## src/pkg/ocs_pkg.sv

```systemverilog
// Constants, field layouts, reset values and state types of the oscillator and clock select block.
// Assumes a 32-bit APB slave at 200 MHz that samples every oscillator pin as a plain level.
package ocs_pkg;

	////////////////////////////////////////////////////////////////////////////////
	// Register byte offsets
	localparam logic [7:0] OCS_ADDR_CLOCK_DIVISOR = 8'h00;
	localparam logic [7:0] OCS_ADDR_PLL_FEEDBACK  = 8'h04;
	localparam logic [7:0] OCS_ADDR_OSC_CONTROL   = 8'h08;
	localparam logic [7:0] OCS_ADDR_PLL_FACTOR    = 8'h0C;

	////////////////////////////////////////////////////////////////////////////////
	// Field positions
	localparam int OCS_CD_ROI        = 15;
	localparam int OCS_CD_DOZE_LSB   = 12;
	localparam int OCS_CD_DOZEN      = 11;
	localparam int OCS_CD_FRCDIV_LSB = 8;
	localparam int OCS_CD_POST_LSB   = 6;
	localparam int OCS_CD_PRE_LSB    = 0;
	localparam int OCS_OC_CUR_LSB    = 12;
	localparam int OCS_OC_NEW_LSB    = 8;
	localparam int OCS_OC_LOCK       = 5;
	localparam int OCS_OC_SWITCH     = 0;
	localparam int OCS_PF_N1_LSB     = 0;
	localparam int OCS_PF_N2_LSB     = 8;
	localparam int OCS_PF_M_LSB      = 16;
	localparam int OCS_PF_MODE_LSB   = 28;

	////////////////////////////////////////////////////////////////////////////////
	// Reset values and decode offsets
	localparam logic [2:0] OCS_RST_DOZE   = 3'h3;
	localparam logic [2:0] OCS_RST_FRCDIV = 3'h0;
	localparam logic [1:0] OCS_RST_POST   = 2'h1;
	localparam logic [4:0] OCS_RST_PRE    = 5'h00;
	localparam logic [8:0] OCS_RST_FB     = 9'h030;
	localparam logic [5:0] OCS_N1_OFS     = 6'h02;
	localparam logic [9:0] OCS_M_OFS      = 10'h002;

	////////////////////////////////////////////////////////////////////////////////
	// Counts of cycles or edges
	localparam logic [3:0] OCS_STABLE_EDGES = 4'h4;
	localparam logic [1:0] OCS_STRAP_TAKE   = 2'h2;
	localparam logic [1:0] OCS_STRAP_DONE   = 2'h3;

	// Bit positions in the synchronised oscillator vector
	localparam int OCS_IDX_FRC  = 0;
	localparam int OCS_IDX_PRI  = 1;
	localparam int OCS_IDX_SOSC = 2;
	localparam int OCS_IDX_LOW_POWER_RC_OSC = 3;
	localparam int OCS_IDX_PLL  = 4;
	localparam int OCS_IDX_LOCK = 5;
	localparam int OCS_NUM_OSC  = 6;

	////////////////////////////////////////////////////////////////////////////////
	// Types
	typedef enum logic [2:0] {
		OCS_SRC_FRC       = 3'b000,
		OCS_SRC_FRC_PLL   = 3'b001,
		OCS_SRC_PRI       = 3'b010,
		OCS_SRC_PRI_PLL   = 3'b011,
		OCS_SRC_SOSC      = 3'b100,
		OCS_SRC_LOW_POWER_RC_OSC      = 3'b101,
		OCS_SRC_FRC_DIV16 = 3'b110,
		OCS_SRC_FRC_DIVN  = 3'b111
	} ocs_src_t;

	typedef enum logic [1:0] {
		OCS_PM_EXTERNAL   = 2'b00,
		OCS_PM_CRYSTAL    = 2'b01,
		OCS_PM_HIGH_SPEED = 2'b10,
		OCS_PM_NONE       = 2'b11
	} ocs_pmode_t;

	typedef enum logic [1:0] {
		OCS_SW_IDLE = 2'b00,
		OCS_SW_WAIT = 2'b01,
		OCS_SW_SWAP = 2'b10
	} ocs_sw_state_t;

endpackage

```

## src/design/ocs_clock_ctrl.sv

```systemverilog
// Oscillator source select, fast RC postscaler, PLL factor decode and instruction/peripheral clock ticks.
// Assumes oscillator pins slower than pclk/4 and an analog PLL outside that reports its output and lock.
//
// Chosen here: register access over APB and the register addresses.
`timescale 1ns/10ps
module ocs_clock_ctrl
	import ocs_pkg::*;
(
	// Clock, reset, enable
	input  wire logic       pclk,
	input  wire logic       presetn,
	input  wire logic       pce,
	// APB slave
	input  wire logic       psel,
	input  wire logic       penable,
	input  wire logic       pwrite,
	input  wire logic [7:0] paddr,
	input  wire logic [31:0] pwdata,
	output logic      [31:0] prdata,
	output logic            pready,
	output logic            pslverr,
	// Oscillator pins and analog PLL feedback
	input  wire logic       fast_rc_osc_in,
	input  wire logic       primary_osc_in,
	input  wire logic       secondary_crystal_osc_in,
	input  wire logic       low_power_rc_osc_in,
	input  wire logic       pll_clk_in,
	input  wire logic       pll_lock_in,
	// Nonvolatile straps and interrupt wake
	input  wire logic [2:0] initial_source_select,
	input  wire logic [1:0] primary_mode_select,
	input  wire logic       irq_pending,
	// Analog PLL control
	output logic            pll_enable,
	output logic            pll_from_primary,
	output logic [5:0]      pll_n1,
	output logic [9:0]      pll_m,
	output logic [3:0]      pll_n2,
	// Oscillator mode controls
	output logic            crystal_mode_en,
	output logic            high_speed_crystal_mode_en,
	output logic            external_clock_mode_en,
	output logic            secondary_osc_en,
	// Clock ticks
	output logic            fosc_tick,
	output logic            peripheral_clock_tick,
	output logic            cpu_clock_tick,
	output logic            watchdog_timer_ref_tick
);

	////////////////////////////////////////////////////////////////////////////////
	// Synchronisers
	logic [OCS_NUM_OSC-1:0] osc_lvl;
	logic [OCS_NUM_OSC-1:0] osc_rise;
	logic [4:0]             strap_lvl;

	ocs_sync #(.WIDTH(OCS_NUM_OSC)) u_osc_sync (
		.pclk     (pclk),
		.presetn  (presetn),
		.pce      (pce),
		.async_in ({pll_lock_in, pll_clk_in, low_power_rc_osc_in, secondary_crystal_osc_in,
		            primary_osc_in, fast_rc_osc_in}),
		.sync_out (osc_lvl),
		.rise_out (osc_rise)
	);

	ocs_sync #(.WIDTH(5)) u_strap_sync (
		.pclk     (pclk),
		.presetn  (presetn),
		.pce      (pce),
		.async_in ({primary_mode_select, initial_source_select}),
		.sync_out (strap_lvl),
		.rise_out ()
	);

	////////////////////////////////////////////////////////////////////////////////
	// Registers
	logic [2:0]    frcdiv_ff;
	logic [2:0]    doze_ff;
	logic [1:0]    post_ff;
	logic [4:0]    pre_ff;
	logic [8:0]    fb_ff;
	logic          roi_ff;
	logic          dozen_ff;
	logic          switch_req_ff;
	logic [1:0]    strap_cnt_ff;
	ocs_src_t      new_src_ff;
	ocs_pmode_t    pmode_ff;
	ocs_src_t      cur_src_ff;
	ocs_src_t      tgt_src_ff;
	ocs_sw_state_t sw_state_ff;
	logic [3:0]    stable_cnt_ff;
	logic [31:0]   prdata_ff;
	logic [3:0]    mode;

	logic apb_setup;
	logic apb_access;
	logic addr_hit;
	logic wr_en;
	logic strap_take;
	logic strap_done;
	logic sw_done;

	assign apb_setup  = psel && !penable;
	assign apb_access = psel && penable;
	assign addr_hit   = (paddr == OCS_ADDR_CLOCK_DIVISOR) || (paddr == OCS_ADDR_PLL_FEEDBACK) ||
	                    (paddr == OCS_ADDR_OSC_CONTROL) || (paddr == OCS_ADDR_PLL_FACTOR);
	assign wr_en      = pce && apb_access && pwrite && addr_hit;
	assign strap_take = (strap_cnt_ff == OCS_STRAP_TAKE);
	assign strap_done = (strap_cnt_ff == OCS_STRAP_DONE);
	assign sw_done    = (sw_state_ff == OCS_SW_SWAP);
	assign pready     = 1'b1;
	assign pslverr    = apb_access && !addr_hit;
	assign prdata     = prdata_ff;

	// Straps are read only once the synchroniser has filled
	always_ff @(posedge pclk or negedge presetn) begin
		if (!presetn) begin
			strap_cnt_ff <= 2'h0;
		end else if (pce && !strap_done) begin
			strap_cnt_ff <= strap_cnt_ff + 2'h1;
		end
	end

	always_ff @(posedge pclk or negedge presetn) begin
		if (!presetn) begin
			frcdiv_ff <= OCS_RST_FRCDIV;
			doze_ff   <= OCS_RST_DOZE;
			post_ff   <= OCS_RST_POST;
			pre_ff    <= OCS_RST_PRE;
			fb_ff     <= OCS_RST_FB;
			roi_ff    <= 1'b0;
		end else if (wr_en && paddr == OCS_ADDR_CLOCK_DIVISOR) begin
			roi_ff    <= pwdata[OCS_CD_ROI];
			doze_ff   <= pwdata[OCS_CD_DOZE_LSB +: 3];
			frcdiv_ff <= pwdata[OCS_CD_FRCDIV_LSB +: 3];
			post_ff   <= pwdata[OCS_CD_POST_LSB +: 2];
			pre_ff    <= pwdata[OCS_CD_PRE_LSB +: 5];
		end else if (wr_en && paddr == OCS_ADDR_PLL_FEEDBACK) begin
			fb_ff     <= pwdata[8:0];
		end
	end

	// With roi set, an interrupt wins over a write that would set doze in the same cycle
	always_ff @(posedge pclk or negedge presetn) begin
		if (!presetn) begin
			dozen_ff <= 1'b0;
		end else if (pce && roi_ff && irq_pending) begin
			dozen_ff <= 1'b0;
		end else if (wr_en && paddr == OCS_ADDR_CLOCK_DIVISOR) begin
			dozen_ff <= pwdata[OCS_CD_DOZEN];
		end
	end

	always_ff @(posedge pclk or negedge presetn) begin
		if (!presetn) begin
			new_src_ff <= OCS_SRC_FRC;
			pmode_ff   <= OCS_PM_NONE;
		end else if (pce && strap_take) begin
			new_src_ff <= ocs_src_t'(strap_lvl[2:0]);
			pmode_ff   <= ocs_pmode_t'(strap_lvl[4:3]);
		end else if (wr_en && paddr == OCS_ADDR_OSC_CONTROL) begin
			new_src_ff <= ocs_src_t'(pwdata[OCS_OC_NEW_LSB +: 3]);
		end
	end

	// Software sets the request, the switch clears it; a set in the same cycle wins
	always_ff @(posedge pclk or negedge presetn) begin
		if (!presetn) begin
			switch_req_ff <= 1'b0;
		end else if (wr_en && paddr == OCS_ADDR_OSC_CONTROL && pwdata[OCS_OC_SWITCH]) begin
			switch_req_ff <= 1'b1;
		end else if (pce && sw_done) begin
			switch_req_ff <= 1'b0;
		end
	end

	// Read data is caught in the setup phase so that the access phase needs no wait state
	always_ff @(posedge pclk or negedge presetn) begin
		if (!presetn) begin
			prdata_ff <= 32'h0000_0000;
		end else if (pce && apb_setup && !pwrite) begin
			prdata_ff <= 32'h0000_0000;
			case (paddr)
				OCS_ADDR_CLOCK_DIVISOR: begin
					prdata_ff <= {16'h0000, roi_ff, doze_ff, dozen_ff, frcdiv_ff, post_ff, 1'b0, pre_ff};
				end
				OCS_ADDR_PLL_FEEDBACK: begin
					prdata_ff <= {23'h000000, fb_ff};
				end
				OCS_ADDR_OSC_CONTROL: begin
					prdata_ff <= {17'h00000, cur_src_ff, 1'b0, new_src_ff, 2'h0, osc_lvl[OCS_IDX_LOCK],
					              4'h0, switch_req_ff};
				end
				OCS_ADDR_PLL_FACTOR: begin
					prdata_ff <= {mode, 2'h0, pll_m, 4'h0, pll_n2, 2'h0, pll_n1};
				end
				default: begin
					prdata_ff <= 32'h0000_0000;
				end
			endcase
		end
	end

	////////////////////////////////////////////////////////////////////////////////
	// Source decode
	function automatic logic is_pll(input ocs_src_t s);
		return (s == OCS_SRC_FRC_PLL) || (s == OCS_SRC_PRI_PLL);
	endfunction

	function automatic logic is_pri(input ocs_src_t s);
		return (s == OCS_SRC_PRI) || (s == OCS_SRC_PRI_PLL);
	endfunction

	// Raw oscillator edge behind each source, used to judge that it runs
	function automatic logic base_rise(input ocs_src_t s, input logic [OCS_NUM_OSC-1:0] r);
		case (s)
			OCS_SRC_FRC_PLL, OCS_SRC_PRI_PLL: return r[OCS_IDX_PLL];
			OCS_SRC_PRI:                      return r[OCS_IDX_PRI];
			OCS_SRC_SOSC:                     return r[OCS_IDX_SOSC];
			OCS_SRC_LOW_POWER_RC_OSC:                     return r[OCS_IDX_LOW_POWER_RC_OSC];
			default:                          return r[OCS_IDX_FRC];
		endcase
	endfunction

	logic [7:0] frc_cnt_ff;
	logic [8:0] divn_wide;
	logic [7:0] divn_mask;
	logic       divn_tick;
	logic       div16_tick;
	logic       raw_tick;
	logic       tgt_ready;

	always_ff @(posedge pclk or negedge presetn) begin
		if (!presetn) begin
			frc_cnt_ff <= 8'h00;
		end else if (pce && osc_rise[OCS_IDX_FRC]) begin
			frc_cnt_ff <= frc_cnt_ff + 8'h01;
		end
	end

	assign divn_wide  = (9'h002 << frcdiv_ff) - 9'h001;
	assign divn_mask  = divn_wide[7:0];
	assign divn_tick  = osc_rise[OCS_IDX_FRC] && ((frc_cnt_ff & divn_mask) == divn_mask);
	assign div16_tick = osc_rise[OCS_IDX_FRC] && (frc_cnt_ff[3:0] == 4'hF);

	always_comb begin
		case (cur_src_ff)
			OCS_SRC_FRC_DIVN:  raw_tick = divn_tick;
			OCS_SRC_FRC_DIV16: raw_tick = div16_tick;
			default:           raw_tick = base_rise(cur_src_ff, osc_rise);
		endcase
	end

	// A PLL source counts as ready only while the analog loop reports lock
	assign tgt_ready = (stable_cnt_ff == OCS_STABLE_EDGES) && (!is_pll(tgt_src_ff) || osc_lvl[OCS_IDX_LOCK]);

	////////////////////////////////////////////////////////////////////////////////
	// Source switch
	always_ff @(posedge pclk or negedge presetn) begin
		if (!presetn) begin
			cur_src_ff    <= OCS_SRC_FRC;
			tgt_src_ff    <= OCS_SRC_FRC;
			sw_state_ff   <= OCS_SW_IDLE;
			stable_cnt_ff <= 4'h0;
		end else if (pce && strap_take) begin
			cur_src_ff    <= ocs_src_t'(strap_lvl[2:0]);
		end else if (pce) begin
			case (sw_state_ff)
				OCS_SW_IDLE: begin
					if (strap_done && switch_req_ff) begin
						tgt_src_ff    <= new_src_ff;
						stable_cnt_ff <= 4'h0;
						sw_state_ff   <= OCS_SW_WAIT;
					end
				end
				OCS_SW_WAIT: begin
					if (base_rise(tgt_src_ff, osc_rise) && stable_cnt_ff != OCS_STABLE_EDGES) begin
						stable_cnt_ff <= stable_cnt_ff + 4'h1;
					end
					// Swap only between ticks, so no tick is shortened
					if (tgt_ready && !raw_tick) begin
						sw_state_ff <= OCS_SW_SWAP;
					end
				end
				OCS_SW_SWAP: begin
					cur_src_ff  <= tgt_src_ff;
					sw_state_ff <= OCS_SW_IDLE;
				end
				default: begin
					sw_state_ff <= OCS_SW_IDLE;
				end
			endcase
		end
	end

	////////////////////////////////////////////////////////////////////////////////
	// Mode number from the current source and the primary mode strap, 0 to 11
	logic [1:0] pm_ofs;

	// High-speed, crystal, external count up from the base; the reserved code folds onto high-speed
	assign pm_ofs = (pmode_ff == OCS_PM_NONE) ? 2'h0 : 2'h2 - 2'(pmode_ff);

	always_comb begin
		case (cur_src_ff)
			OCS_SRC_FRC_DIVN:  mode = 4'h0;
			OCS_SRC_FRC_DIV16: mode = 4'h1;
			OCS_SRC_LOW_POWER_RC_OSC:      mode = 4'h2;
			OCS_SRC_SOSC:      mode = 4'h3;
			OCS_SRC_PRI_PLL:   mode = 4'h4 + {2'h0, pm_ofs};
			OCS_SRC_PRI:       mode = 4'h7 + {2'h0, pm_ofs};
			OCS_SRC_FRC_PLL:   mode = 4'hA;
			default:           mode = 4'hB;
		endcase
	end

	////////////////////////////////////////////////////////////////////////////////
	// PLL control and oscillator modes
	logic pll_tgt;
	logic pri_used;

	assign pll_tgt  = (sw_state_ff != OCS_SW_IDLE) && is_pll(tgt_src_ff);
	assign pri_used = is_pri(cur_src_ff) || ((sw_state_ff != OCS_SW_IDLE) && is_pri(tgt_src_ff));

	always_ff @(posedge pclk or negedge presetn) begin
		if (!presetn) begin
			pll_enable                 <= 1'b0;
			pll_from_primary           <= 1'b0;
			pll_n1                     <= OCS_N1_OFS;
			pll_m                      <= OCS_M_OFS;
			pll_n2                     <= 4'h2;
			crystal_mode_en            <= 1'b0;
			high_speed_crystal_mode_en <= 1'b0;
			external_clock_mode_en     <= 1'b0;
			secondary_osc_en           <= 1'b0;
		end else if (pce) begin
			pll_enable       <= is_pll(cur_src_ff) || pll_tgt;
			pll_from_primary <= pll_tgt ? (tgt_src_ff == OCS_SRC_PRI_PLL)
			                            : (cur_src_ff == OCS_SRC_PRI_PLL);
			pll_n1           <= {1'b0, pre_ff} + OCS_N1_OFS;
			pll_m            <= {1'b0, fb_ff} + OCS_M_OFS;
			case (post_ff)
				2'h0:    pll_n2 <= 4'h2;
				2'h1:    pll_n2 <= 4'h4;
				default: pll_n2 <= 4'h8;
			endcase
			crystal_mode_en            <= pri_used && (pmode_ff == OCS_PM_CRYSTAL);
			high_speed_crystal_mode_en <= pri_used && (pmode_ff == OCS_PM_HIGH_SPEED);
			external_clock_mode_en     <= pri_used && (pmode_ff == OCS_PM_EXTERNAL);
			secondary_osc_en           <= (cur_src_ff == OCS_SRC_SOSC) || (tgt_src_ff == OCS_SRC_SOSC);
		end
	end

	////////////////////////////////////////////////////////////////////////////////
	// Clock ticks
	logic       fp_phase_ff;
	logic [6:0] doze_cnt_ff;
	logic [7:0] doze_wide;
	logic [6:0] doze_mask;
	logic       fp_raw;
	logic       cpu_raw;

	assign doze_wide = (8'h01 << doze_ff) - 8'h01;
	assign doze_mask = doze_wide[6:0];
	assign fp_raw    = raw_tick && fp_phase_ff;
	assign cpu_raw   = fp_raw && (!dozen_ff || ((doze_cnt_ff & doze_mask) == doze_mask));

	always_ff @(posedge pclk or negedge presetn) begin
		if (!presetn) begin
			fp_phase_ff <= 1'b0;
			doze_cnt_ff <= 7'h00;
		end else if (pce) begin
			if (raw_tick) begin
				fp_phase_ff <= !fp_phase_ff;
			end
			if (fp_raw) begin
				doze_cnt_ff <= doze_cnt_ff + 7'h01;
			end
		end
	end

	always_ff @(posedge pclk or negedge presetn) begin
		if (!presetn) begin
			fosc_tick               <= 1'b0;
			peripheral_clock_tick   <= 1'b0;
			cpu_clock_tick          <= 1'b0;
			watchdog_timer_ref_tick <= 1'b0;
		end else if (pce) begin
			fosc_tick               <= raw_tick;
			peripheral_clock_tick   <= fp_raw;
			cpu_clock_tick          <= cpu_raw;
			watchdog_timer_ref_tick <= osc_rise[OCS_IDX_LOW_POWER_RC_OSC];
		end
	end

	logic fosc_seen_ff;

	always_ff @(posedge pclk or negedge presetn) begin
		if (!presetn) begin
			fosc_seen_ff <= 1'b0;
		end else if (pce && fosc_tick) begin
			fosc_seen_ff <= !peripheral_clock_tick;
		end
	end
endmodule

```

## src/design/ocs_sync.sv

```systemverilog
// Two-flop synchroniser with rising-edge detect for a vector of slow pins.
// Assumes each bit is a level that stays for at least two pclk periods.
`timescale 1ns/10ps
module ocs_sync #(
	parameter int WIDTH = 1
) (
	// Clock and reset
	input  wire logic             pclk,
	input  wire logic             presetn,
	input  wire logic             pce,
	// Pins and results
	input  wire logic [WIDTH-1:0] async_in,
	output logic      [WIDTH-1:0] sync_out,
	output logic      [WIDTH-1:0] rise_out
);

	logic [WIDTH-1:0] meta_ff;
	logic [WIDTH-1:0] sync_ff;
	logic [WIDTH-1:0] prev_ff;

	// The first stage feeds only the second stage
	always_ff @(posedge pclk or negedge presetn) begin
		if (!presetn) begin
			meta_ff <= '0;
			sync_ff <= '0;
			prev_ff <= '0;
		end else if (pce) begin
			meta_ff <= async_in;
			sync_ff <= meta_ff;
			prev_ff <= sync_ff;
		end
	end

	assign sync_out = sync_ff;
	assign rise_out = sync_ff & ~prev_ff;

endmodule

```

## config.mk

```make
export PLATFORM = sky130hd
export DESIGN_NAME = ocs_clock_ctrl
export DESIGN_NICKNAME = d
export VERILOG_FILES = /design/src/pkg/ocs_pkg.sv /design/src/design/ocs_clock_ctrl.sv /design/src/design/ocs_sync.sv
export SDC_FILE = /design/constraint.sdc
export NUM_CORES = 1
export LEC_CHECK = 0
export ABC_AREA = 0
export BUFFER_PORTS_ARGS = -buffer_cell sky130_fd_sc_hd__clkbuf_2
export CORE_ASPECT_RATIO = 1.5
export CORE_UTILIZATION = 45
export CTS_BUF_LIST = sky130_fd_sc_hd__clkbuf_2
export CTS_CLUSTER_DIAMETER = 100
export DETAILED_ROUTE_END_ITERATION = 8
export HOLD_SLACK_MARGIN = 0.05
export PLACE_DENSITY = 0.77
export SETUP_SLACK_MARGIN = 0.5
export SLEW_MARGIN = 10
export SYNTH_ARGS = -nofsm -noshare
export SYNTH_HDL_FRONTEND = slang
export SYNTH_SLANG_ARGS = --single-unit
export TNS_END_PERCENT = 100
```

## constraint.sdc

```tcl
create_clock -name pclk -period 2.8 [get_ports pclk]
set_clock_uncertainty 0.1 [all_clocks]
set_input_delay 0.14 -clock pclk [delete_from_list [all_inputs] [get_ports pclk]]
set_output_delay 0.14 -clock pclk [all_outputs]
set_load 0.05 [all_outputs]
```

* Word-level counts from Yosys, hierarchy flattened
Cells that the tools add are included.
** Storage, ports and cells
- Register bits :: 149
- Bits of input ports :: 58
- Logic and storage cells :: 184
** Operators by class
- $add $sub $neg :: 11
- Equality and inequality tests :: 31
- Shift operators :: 2
- Muxes and demuxes :: 26
- Bitwise operators :: 6
- Reduce and logical (&&, ||, !) cells :: 71
** Operators with widths (number)
- one-hot mux 32 bit (4 select lines) :: 1
- logical AND 1 bit :: 31
- one-hot mux 4 bit (7 select lines) :: 1
- equality test 3 bit, second input constant :: 6
- equality test 8 x 4 -> 1 bit, second input constant :: 2
- one-hot mux 4 bit (2 select lines) :: 2
- two-way mux 3 bit :: 5
- nonzero test 2 bit :: 7
- equality test 3 x 2 -> 1 bit, second input constant :: 4
- logical OR 1 bit :: 12
- adder 9 x 2 -> 10 bit, second input constant :: 1
- equality test 2 bit, second input constant :: 5
- adder 3 x 2 -> 4 bit, first input constant :: 2
- adder 8 x 1 -> 8 bit, second input constant :: 1
- AND 8 bit :: 1
- equality test 8 x 3 -> 1 bit, second input constant :: 1
- equality test 8 bit :: 1
- zero test 1 bit :: 8
- zero test 8 bit :: 1
- two-way mux 1 bit :: 8
- two-way mux 4 bit :: 2
- one-hot mux 1 bit (4 select lines) :: 2
- AND reduction 2 bit :: 4
- AND reduction 4 bit :: 2
- other kinds (26) :: 37

* Depth between registers and ports, before layout
- Depth in word-level cells :: 10
- Gate-level depth with buffers :: 10
- Mapped depth without buffers :: 9

* By module
A second synthesis with hierarchy kept.
** Second synthesis, totals
- Cell total of the unflattened synthesis :: 599
- Area total of the unflattened synthesis :: 7070.5 µm²
** By module, submodules not included
- ocs_clock_ctrl :: times used 1, cells an instance 518, area each 5666.7 µm², seq. area each 2990.4 µm²
- ocs_sync (u_osc_sync) :: times used 1, cells an instance 44, area each 759.5 µm², seq. area each 450.4 µm²
- ocs_sync (u_strap_sync) :: times used 1, cells an instance 37, area each 644.4 µm², seq. area each 375.4 µm²

* Worst setup path before layout
OpenSTA, ideal clock, no wires.
- Kind :: reg-to-reg
- Start :: reg strap_cnt_ff[0]
- End :: reg stable_cnt_ff[3]
- Setup time :: 0.148 ns
- Data arrival time :: 1.880 ns
- Setup slack :: 0.672 ns
- Cell stages (with the launch flop) :: 9
- Path through :: dfrtp_1 > inv_1 > ha_1 > nand2b_1 > or4b_1 > a31oi_2 > nand4_1 > xor2_1 > nor2_1
** On the way
- Cells in the longest elaborated chain, start to end :: 4
- Elaborated cells between the ends (all ways) :: 7
- Classes of those cells :: 3 x eq/ne; 1 x bitwise; 3 x reduce/logical
** Ends and longest elaborated chain
- from (decl) :: RTL line ocs_clock_ctrl.sv:86 : logic [1:0] strap_cnt_ff;
- from (signal assigned) :: RTL line ocs_clock_ctrl.sv:121 : strap_cnt_ff <= strap_cnt_ff + 2'h1;
- equality test 2 bit, on equally long branches :: RTL line ocs_clock_ctrl.sv:110, ocs_clock_ctrl.sv:109
- logical AND 1 bit, on equally long branches :: RTL line ocs_clock_ctrl.sv:271, ocs_clock_ctrl.sv:266
- inequality test 2 bit (no line) or inverter 1 bit (tied branches)
- AND reduction 5 bit (no line) *
- to (signal assigned) :: RTL line ocs_clock_ctrl.sv:279 : stable_cnt_ff <= stable_cnt_ff + 4'h1;
- to (decl) :: RTL line ocs_clock_ctrl.sv:92 : logic [3:0] stable_cnt_ff;
Mark *: on every way between the ends. The rest lies on a longest branch, timed or not.
A chain may end at the register's enable or synchronous reset.

* Final worst setup path
- Start :: reg strap_cnt_ff[1]
- End :: reg stable_cnt_ff[2]
Same word-level chain as after synthesis.

==> flow_summary.yaml <==
drt:
  wl_um: 16300
  first_iter_violations: 269
  vias: 5271
  vias_per_cell: 5.45
  avgRoutedWirePerCell_um: 16.9
  ant_nets: 0
  first_pass_iters: 5
  post-route-drc-count: 0
power_and_ir_drop:
  ir_drop_mv: 0.312
  finalPower_mw: 5.52
  power.share.sequential_pct: 49.4
  netSwitchingFraction_pct: 34.0
  power.leakage_nw: 3.91
  power_density_nw_per_um2: 662
  p_int_mw: 3.64
  switchingPower_mw: 1.88
  clock_power_share_pct: 23.7
  comb_power_share_pct: 26.9
clocking:
  cts_root_buf: "clkbuf_2"
  path_clk_slew_ns: 0.21
  cts_made_buffers: 17
  cts.sinks: 146
  cts_tree: "built"
  clk_path_buf_depth: 2
  clkLatencyLatePin_ns: 0.70
  h-tree-depth: 4
setup_path:
  worst_ep_arrival_time_ns: 2.76
  worstSetupEndpoint: "stable_cnt_ff[2]$_DFFE_PN0P_"
  reg2reg_slack_ns: 0.56
  critical_path_class: "flip-flop to flip-flop"
  worst_r2r_path_depth: 8
  max_stage_delay_ns: 0.54
  path_cells: "ha_1 > nand2b_2 > or4b_4 > a31oi_4 > buf_4 > nand2_1 > xor2_1 > nor2_1"
  crit_fanout: 5
  worstSetupStartpointType: "flip-flop"
  cp_slowest_cell: "or4b_4"
  setup.worst_path.end_class: "flip-flop"
  path_depth: 8
  crit_family: "simple AND/OR/NAND/NOR gates"
  reg2reg_from: "strap_cnt_ff[1]$_DFFE_PN0P_"
  path_buf_inv: 1
  regToRegEndpoint: "stable_cnt_ff[2]$_DFFE_PN0P_"
  required_ns: 3.32
  critPathLaunch: "strap_cnt_ff[1]$_DFFE_PN0P_"
logic_synthesis:
  synth_edf_count: 0
  synth-main-ff-cell: "dfrtp_1"
  yosysWarnings: 0
  synth_cell_types: 60
  synth-async-reset-ratio_pct: 100
  yosys.area.top_type: "dfrtp_1"
  netlist_area_um2: 6680
  yosysSeqAreaShare_pct: 54.9
  netlist.area_leader.share_pct: 51.0
  synthCells: 588
  ys_top_cells_by_area: "dfrtp_1, mux2_2, dfstp_2, nand2_1, nor2_1"
  avgSynthCellArea_um2: 11.4
  synth_seq_cells: 146
timing:
  worst_slew_pin_slew_ns: 0.661
  period_minus_slack_ns: 2.24
  fin_crit_sh_pct: 79.9
  fin_tns_setup_ns: 0
  drv_slew: 0
  fmax_mhz: 447
  setup_violations: 0
  rsz0062_at_grt: "yes"
  layout_setup_ws_ns: 0.562
  finalHoldWorstSlack_ns: 0.107
  finalHoldViolCount: 0
  relSlewSlack_pct: 56.0
placed_design:
  pre_cts_slack_ns: 0.432
  portBuffers: 101
  finalWeightedCongestion: 0.862
  hpwlAfterDp_um: 11000
  dp.cells: 866
  placedInstanceArea_um2: 7400
worst_hold_path:
  hold_class: "input port to flip-flop"
finish:
  layout.nets: 825
  seq_area_um2: 3670
  finish.utilization_pct: 57.4
  syn2layout_area_growth_pct: 24.7
  multiInputGateArea_um2: 2800
  final_cells: 967
  finalInstanceArea_um2: 8330
  drive_gt1_share_pct: 31.9
  fillCellCount: 1212
die:
  io_pins: 122
  rows: 54
  die_area_um2: 15300
  initial_core_util_pct: 46.0
  dieHeight_um: 151
  die_w_um: 101
  core_um2: 14500
global_routing:
  grt_start_max_net_pins: 71
  overflow: 0
  grt_pass1_vias: 5316
  grt_pass1_wl_um: 25500
  gr-usage-all-layers_pct: 21.9
  antenna_found_initial: 1
status:
  outcome: "finished clean"
flow_run:
  cap_viol_max_count: 0
[cell type report]
type / count / share of cell area (%)
Antenna cell: 1 / 0.0300
Clock buffer: 19 / 1.14
Clock inverter: 13 / 2.01
Inverter: 25 / 1.13
Multi-Input combinational cell: 386 / 33.5
Sequential cell: 146 / 44.1
Tap cell: 196 / 2.94
Timing Repair Buffer: 181 / 15.1
[worst min path at each step]
stage                                  start                                   to  cells after the start
finish                        fast_rc_osc_in    u_osc_sync.meta_ff[0]$_DFFE_PN0P_                      3
CTS                 secondary_crystal_osc_in    u_osc_sync.meta_ff[2]$_DFFE_PN0P_                      3
global route        initial_source_select[0]  u_strap_sync.meta_ff[0]$_DFFE_PN0P_                      3
global placement                     presetn               prdata[11]$_DFFE_PN0P_                      1
floorplan                            presetn           cpu_clock_tick$_DFFE_PN0P_                      0
detailed placement                   presetn                prdata[2]$_DFFE_PN0P_                      1
[tightest hold or removal path, delay by kind of cell]
family	cells	cell delay, ns
buf+inv	2	0.62
mux	1	0.13
[logic make-up (layout without fill, tap and decap cells)]
group	count (synthesis)	count (layout)	share of synthesized area [%]
compound gates	109	109	10.5
xor+xnor	27	27	3.54
fa+ha+maj	10	10	1.87
buf+inv	58	238	3.65
flops	146	146	54.9
mux	80	80	13.4
other cells	2	5	0.112
simple gates	156	156	12.1
[power by group through the flow]
stage / registers, mW / clock network (mW) / logic, mW
after detailed placement: 2.77 / 0 / 1.28
after global placement: 2.74 / 0 / 1.23
after CTS: 2.72 / 1.33 / 1.37
after floorplan: 2.84 / 0 / 0.784
final: 2.73 / 1.31 / 1.48
after global routing: 2.77 / 1.43 / 1.63
[cell usage after synthesis (2+ instances only)]
cell,count
xor2_1,9
dfrtp_1,136
nor2b_1,7
o31ai_1,8
a221o_1,2
nor4_2,2
buf_1,5
nor2_1,44
xnor2_1,18
mux2i_1,16
nand3_1,12
buf_4,5
dfstp_2,10
nor4b_1,2
a21oi_1,31
a22o_1,14
buf_2,6
nor4_1,2
conb_1,2
nand4_1,10
and3b_1,2
nand2b_1,3
a22oi_1,4
nand3b_1,6
nor3_1,2
or4b_1,2
ha_1,10
a31oi_1,4
inv_1,25
o21ai_0,29
mux2_2,63
o22ai_1,4
nand2_1,46
and3_1,5
clkbuf_1,17
[metal layers]
metal,up-vias,global-route usage (%),wire length [µm]
li1,2414,-,-
met1,2614,23.3,6150
met2,183,39.6,8710
met3,60,5.03,667
met4,0,12.0,797
met5,-,0,0
[repair_timing]
action                                  in CTS  in global routing
resized for setup                            3                 10
hold endpoints to repair                   241                  2
endpoints found under the setup margin       3                  6
pin swaps                                    0                  5
cloned                                       0                  0
buffers inserted                             2                 15
hold buffers                                49                  2
[state kept, by name, indices dropped and copies added (netlist names), 3 cells and up]
name and flops:
prdata 30, stable_cnt_ff 4, fb_ff 9, frcdiv_ff 3, cur_src_ff 3, u_osc_sync.meta_ff 6
pre_ff 5, new_src_ff 3, tgt_src_ff 3, u_strap_sync.sync_out 5, u_osc_sync.prev_ff 5, u_osc_sync.sync_out 6
u_strap_sync.meta_ff 5, frc_cnt_ff 8, doze_ff 3, pll_m 10, doze_cnt_ff 7, pll_n2 3
pll_n1 6
[placed cells by master (no fill, tap or decap), drive strengths merged, types with 18 or more instances in the layout]
cell type / n
dfrtp: 136
clkbuf: 118
mux2: 63
dlygate4sd3: 50
nand2: 46
nor2: 44
a21oi: 31
buf: 31
o21ai: 29
inv: 25
xnor2: 18
No activity file was read; power rests on OpenSTA's default activity.
